**config.mk**
```make
export PLATFORM = sky130hd
export DESIGN_NAME = rtchp_host_port
export DESIGN_NICKNAME = d
export VERILOG_FILES = /design/src/common/rtchp_pkg.sv /design/src/rtl/rtchp_power_supervisor.sv /design/src/rtl/rtchp_host_port.sv
export SDC_FILE = /design/constraint.sdc
export NUM_CORES = 1
export LEC_CHECK = 0
export ABC_AREA = 1
export BUFFER_PORTS_ARGS = -buffer_cell sky130_fd_sc_hd__buf_2
export CAP_MARGIN = 40
export CORE_UTILIZATION = 63
export DETAILED_ROUTE_END_ITERATION = 16
export PLACE_DENSITY = 0.88
export SYNTH_ARGS = -nofsm -noshare
export SYNTH_HDL_FRONTEND = slang
export SYNTH_SLANG_ARGS = --single-unit
```
**constraint.sdc**
```tcl
create_clock -name clk -period 9.98 [get_ports clk]
set_input_delay 2.495 -clock clk [delete_from_list [all_inputs] [get_ports clk]]
set_output_delay 2.495 -clock clk [all_outputs]
set_load 0.02 [all_outputs]
```
**src/common/rtchp_pkg.sv**
```systemverilog
package rtchp_pkg;
  localparam int          ADDR_W          = 4;
  localparam int          DATA_W          = 8;
  localparam int          NUM_REGS        = 16;
  localparam logic [7:0]  REG_RESET_VAL   = 8'h00;
  localparam int          BANK_SEL_BIT    = 3;
  localparam int          CLK_HZ          = 10000000;
  localparam int          REC_MIN_MS      = 40;
  localparam int          REC_MAX_MS      = 200;
  // least time rounds up; whole ms divide exactly at this rate
  localparam int          REC_MIN_CYCLES  = REC_MIN_MS * (CLK_HZ / 1000);
  localparam int          REC_MAX_CYCLES  = REC_MAX_MS * (CLK_HZ / 1000);
endpackage : rtchp_pkg

```
**src/rtl/rtchp_power_supervisor.sv**
```systemverilog
`timescale 1ns/10ps
module rtchp_power_supervisor #(
  parameter int REC_CYCLES = rtchp_pkg::REC_MIN_CYCLES
) (
  input  wire logic clk,          // system clock
  input  wire logic sys_rst,      // async reset, active high
  input  wire logic supply_ok,    // high while supply above power_fail_threshold
  output logic      access_block, // high while access and ram enables are inhibited
  output logic      rst_out_n     // reset to the host, active low
);
  localparam int CNT_W = $clog2(REC_CYCLES + 1);

  logic [CNT_W-1:0] rec_count;
  logic             recovered;

  // count restarts on every dip, so a glitchy supply never releases early
  always_ff @(posedge clk or posedge sys_rst)
  begin
    if (sys_rst)
    begin
      rec_count <= '0;
    end
    else if (!supply_ok)
    begin
      rec_count <= '0;
    end
    else if (!recovered)
    begin
      rec_count <= rec_count + CNT_W'(1);
    end
  end

  assign recovered = (rec_count == CNT_W'(REC_CYCLES));

  always_ff @(posedge clk or posedge sys_rst)
  begin
    if (sys_rst)
    begin
      access_block <= 1'b1;
      rst_out_n    <= 1'b0;
    end
    else
    begin
      access_block <= !(supply_ok && recovered);
      rst_out_n    <= supply_ok && recovered;
    end
  end
endmodule : rtchp_power_supervisor

```
**src/rtl/rtchp_host_port.sv**
```systemverilog
`timescale 1ns/10ps
module rtchp_host_port #(
  parameter int REC_CYCLES = rtchp_pkg::REC_MIN_CYCLES
) (
  input  wire logic                          clk,                 // 10 MHz clock
  input  wire logic                          sys_rst,             // async reset, high
  input  wire logic                          reg_chip_enable_n,   // register enable, low
  input  wire logic                          write_enable_n,      // write strobe, low
  input  wire logic                          output_enable_n,     // output enable, low
  input  wire logic                          ext_mem_enable_n,    // external sram enable
  input  wire logic [rtchp_pkg::ADDR_W-1:0]  reg_addr,            // register address
  input  wire logic [rtchp_pkg::DATA_W-1:0]  data_bus_in,         // data bus, input side
  output logic      [rtchp_pkg::DATA_W-1:0]  data_bus_out,        // data bus, output side
  output logic                               data_bus_oe,         // high while driving
  input  wire logic                          supply_ok,           // supply in tolerance
  output logic                               cond_ram_enable_a_n, // sram bank a enable
  output logic                               cond_ram_enable_b_n, // sram bank b enable
  output logic                               rst_out_n            // host reset, low
);
  logic                             access_block;
  logic                             ce_gated;
  logic                             write_now;
  logic                             write_prev;
  logic                             read_now;
  logic                             fell_together;
  logic                             ce_prev_n;
  logic                             we_prev_n;
  logic                             hold_off;
  logic [rtchp_pkg::ADDR_W-1:0]     wr_addr;
  logic [rtchp_pkg::DATA_W-1:0]     wr_data;
  logic [rtchp_pkg::DATA_W-1:0]     regs [rtchp_pkg::NUM_REGS];
  logic                             wr_commit;

  rtchp_power_supervisor #(
    .REC_CYCLES (REC_CYCLES)
  ) u_supervisor (
    .clk          (clk),
    .sys_rst      (sys_rst),
    .supply_ok    (supply_ok),
    .access_block (access_block),
    .rst_out_n    (rst_out_n)
  );

  // chip enable is gated off from the clock after the supply goes bad until one clock after recovery ends
  assign ce_gated  = !reg_chip_enable_n && !access_block;
  assign write_now = ce_gated && !write_enable_n;
  assign read_now  = ce_gated && write_enable_n;

  always_ff @(posedge clk or posedge sys_rst)
  begin
    if (sys_rst)
    begin
      write_prev <= 1'b0;
    end
    else
    begin
      write_prev <= write_now;
    end
  end

  // enable history for the joint-fall test; resets to the idle pin level
  always_ff @(posedge clk or posedge sys_rst)
  begin
    if (sys_rst)
    begin
      ce_prev_n <= 1'b1;
      we_prev_n <= 1'b1;
    end
    else
    begin
      ce_prev_n <= reg_chip_enable_n;
      we_prev_n <= write_enable_n;
    end
  end

  // both enables dropping in one sample: this access never drives the bus
  assign fell_together = ce_prev_n && we_prev_n && !reg_chip_enable_n && !write_enable_n;

  always_ff @(posedge clk or posedge sys_rst)
  begin
    if (sys_rst)
    begin
      hold_off <= 1'b0;
    end
    else if (reg_chip_enable_n)
    begin
      hold_off <= 1'b0;
    end
    else if (fell_together)
    begin
      hold_off <= 1'b1;
    end
  end

  // address latched at the later falling edge; host keeps it stable anyway
  always_ff @(posedge clk or posedge sys_rst)
  begin
    if (sys_rst)
    begin
      wr_addr <= '0;
    end
    else if (write_now && !write_prev)
    begin
      wr_addr <= reg_addr;
    end
  end

  // data sampled every write cycle; the last sample before the end is kept
  always_ff @(posedge clk or posedge sys_rst)
  begin
    if (sys_rst)
    begin
      wr_data <= '0;
    end
    else if (write_now)
    begin
      wr_data <= data_bus_in;
    end
  end

  // end of write at the earlier rising edge; a power-fail abort stores nothing
  assign wr_commit = write_prev && !write_now && !access_block;

  generate
    for (genvar i = 0; i < rtchp_pkg::NUM_REGS; i++)
    begin : g_reg
      always_ff @(posedge clk or posedge sys_rst)
      begin
        if (sys_rst)
        begin
          regs[i] <= rtchp_pkg::REG_RESET_VAL;
        end
        else if (wr_commit && (wr_addr == rtchp_pkg::ADDR_W'(i)))
        begin
          regs[i] <= wr_data;
        end
      end
    end
  endgenerate

  always_ff @(posedge clk or posedge sys_rst)
  begin
    if (sys_rst)
    begin
      data_bus_out <= '0;
    end
    else
    begin
      data_bus_out <= regs[reg_addr];
    end
  end

  // strobe low removes drive at once, even mid-read; external select wins
  assign data_bus_oe = read_now && !output_enable_n && ext_mem_enable_n
                       && !hold_off;

  // bank select stays combinational so sram sees no extra clock of delay
  assign cond_ram_enable_a_n = ext_mem_enable_n || reg_addr[rtchp_pkg::BANK_SEL_BIT]
                               || access_block;
  assign cond_ram_enable_b_n = ext_mem_enable_n || !reg_addr[rtchp_pkg::BANK_SEL_BIT]
                               || access_block;
endmodule : rtchp_host_port

```
==> impl_results.md <==
* # resized after CTS at 0
* Residual DRC count at 0
* Reg2reg setup slack at 8.12 ns
* Met1 Usage GRT at 42.52%
* Initial Utilization at 65.43%
* Vias in the first global route at 6386
* Setup Skew at 0.006794 ns
* Antenna fix cells at 0
* Power Total at 1497 µW
* Post-synthesis cell count at 965
* Post-CTS Setup Bufs at 0
* Gr ovfl total at 0
* Int Power at 1143 µW
* Die area at 13090 µm²
* Worst VDD drop at 113.5 µV
* Max Slew Vio Count at 0
* DR WL/cell at 16.56 µm
* Worst setup EP type: output pin
* TritonCTS clock tree: yes
* Layout Cells excl Fill at 1147
* Reg-to-reg endpoint: regs[56]
* CTS max path bufs at 2
* Min cycle time layout at 5.870 ns
* Syn Area/Cell at 8.246 µm²
* Number of port buffers at 30
* Register area share after synthesis at 54.45%
* Largest net degree at the start of global routing at 93
* Pleak at 0.004030 µW
* Vias after detailed routing at 6775
* Hold endpoint: regs[2]
* Register-to-Register Path Depth at 7
* CP required at 7.49 ns
* Initial antenna violation count at 0
* Vias per cell at 5.907
* Cell Chain, Critical Path: buf_2 -> clkinv_1 -> nand3_1 -> buf_2
* Synthesized net count at 986
* Max H-tree Level at 4
* Final #Nets at 987
* Slowest stage delay, CP at 0.28 ns
* Comb power frac at 7.0%
* Synth area leader: dfrtp_1
* Fin Setup TNS at 0 ns
* Row count at 40
* Max Clock Freq at 170.4 MHz
* RSZ-0062 raised after global routing: no
* CP max stage cell: clkinv_1
* GRT Max-Usage Layer: met2
* Max Cap Violations at 0
* Worst min-delay path class: register to register
* Die H at 114.4 µm
* Yosys cell types at 31
* P per Cell Area at 171.4 nW/µm²
* Routed Antenna Nets at 0
* Layout cell share with drive strength beyond 1 at 10.01%
* Post-DP HPWL at 11470 µm
* Skew-Pair Late Insertion Delay at 0.43 ns
* Final Core Density at 71.85%
* 1st-iter DRT viols at 917
* Critical Path Start Type: input port
* Status: finished clean
* Switching part of the total at 23.68%
* Reg2reg start: u_supervisor.access_block
* Post-Route WL at 18990 µm
* Inst Count DP at 1115
* Final setup fails at 0
* Clock power frac at 45.0%
* Max FO, Critical Path at 10
* Slew headroom at 37.50%
* Inserted Clock Buffers at 17
* Hold path cells at 2
* 1st-pass router iterations at 6
* CP most frequent cell: buf_2
* Die W at 114.4 µm
* Clock root cell: clkbuf_16
* CP arrival at 3.38 ns
* First-pass GRT wire length at 31280 µm
* Synthesis-to-finish area growth at 9.811%
* Overall routing resource usage at 31.36%
* Count of state elements after synthesis at 173
* Synth top area share at 53.46%
* I/O Pins at 31
* Core area at 12160 µm²
* Worst Tran Pin Value at 0.9365 ns
* Hold Buf Count CTS at 0
* YS warnings at 0
* Clock sink total at 173
* Hold path startpoint: regs[2]
* Clock-pin transition on the worst setup and hold timing paths at 0.06 ns
* Synth Cell Area at 7958 µm²
* Final Cycle Share at 58.82%
* WS Path Type: input port to output pin
* Fin. Hold Viols at 0
* P_sw at 354.6 µW
* GPL Wtd Cong at 0.9410
* Largest cells by area after synthesis: dfrtp_1 53%, nand2_1 11%, o21ai_0 11%, nor2_1 6.7%, nand3_1 4.1%
* Seq pwr share at 48.0%
* M2 GR Usage at 48.77%
* M3 GR Usage at 7.411%
[layout make-up]
class / count / area [µm²]
sequential: 173 / 4333
fill: 853 / 3423
multi-input combinational: 683 / 3158
clock buffer: 21 / 460.4
timing repair buffer: 35 / 220.2
inverter: 56 / 215.2
tap: 168 / 210.2
clock inverter: 11 / 141.4
[synthesized netlist by cell type (all sizes together)]
cell    number
nor2       146
or2          2
clkbuf      26
o211ai      15
dfrtp      170
and2         1
inv         53
nor3         5
clkinv       3
nand4        3
nand2      232
xor2         6
nor3b        2
dfstp        3
ha           2
o21bai       1
o21ai      195
nand3       66
a21oi        7
buf         27
[layout by cell type (no fill, tap or decap), drive strengths merged, types with 6 or more instances in the layout]
cell type and instances:
a21oi 7, nand3 66, clkinv 8, o21ai 195
xor2 6, buf 35, dfrtp 170, o211ai 15
nor2 146, clkbuf 21, nand2 232, inv 53
[how the worst max path moves through the flow]
stage          slack [ns]  cells after the start             endpoint   startpoint
2_1_floorplan        2.80                      1      data_bus_out[0]      sys_rst
3_3_place_gp         4.21                      4  cond_ram_enable_a_n  reg_addr[3]
3_5_place_dp         4.16                      4  cond_ram_enable_a_n  reg_addr[3]
4_1_cts              4.15                      4  cond_ram_enable_a_n  reg_addr[3]
5_1_grt              4.05                      4  cond_ram_enable_a_n  reg_addr[3]
6_report             4.11                      4  cond_ram_enable_a_n  reg_addr[3]
[cell families (layout without fill, tap and decap cells)]
family	count (synthesis)	in the layout	synth area share [%]
and+or+nand+nor	457	457	23.74
adders and majority gates	2	2	0.3144
buffers and inverters	109	123	5.865
AOI/OAI and AO/OA	218	218	14.97
DFF	173	173	54.45
xor gates and xnor gates	6	6	0.6604
[routing by layer]
layer / wire, µm / vias to the layer above
li1: - / 3142
met1: 7934 / 3286
met2: 8971 / 305
met3: 1586 / 42
met4: 501 / 0
met5: 0 / -
[power groups by stage]
stage	Combinational [µW]	Sequential, µW	Clock, µW
final	105	719	674
after global routing	116	719	706
after CTS	105	718	676
after detailed placement	102	731	0
after global placement	98.8	731	0
after floorplan	64.8	734	0
[worst max-delay path, delay by kind of cell]
kind | cells | cell delay, ns
buffers and inverters | 3 | 0.68
and+or+nand+nor | 1 | 0.19
[sequential cells by signal (all words and copies together), names as in the netlist]
| register | flops |
|---|---|
| regs | 128 |
| hold_off | 1 |
| wr_addr | 4 |
| ce_prev_n | 1 |
| wr_data | 8 |
| write_prev | 1 |
| u_supervisor.rst_out_n | 1 |
| we_prev_n | 1 |
| u_supervisor.access_block | 1 |
| u_supervisor.rec_count | 19 |
| data_bus_out | 8 |
[through the flow]
stage | instance area, µm² | hold slack (ns) | setup slack [ns]
finish | 8738 | 0.4797 | 4.110
global route | 8738 | 0.4954 | 4.047
CTS | 8738 | 0.4836 | 4.153
detailed placement | 8137 | 0.4684 | 4.160
global placement | 8089 | 0.4598 | 4.206
floorplan | 7958 | 0.4478 | 2.801
Note: power is estimated with default switching activity, not from simulation.
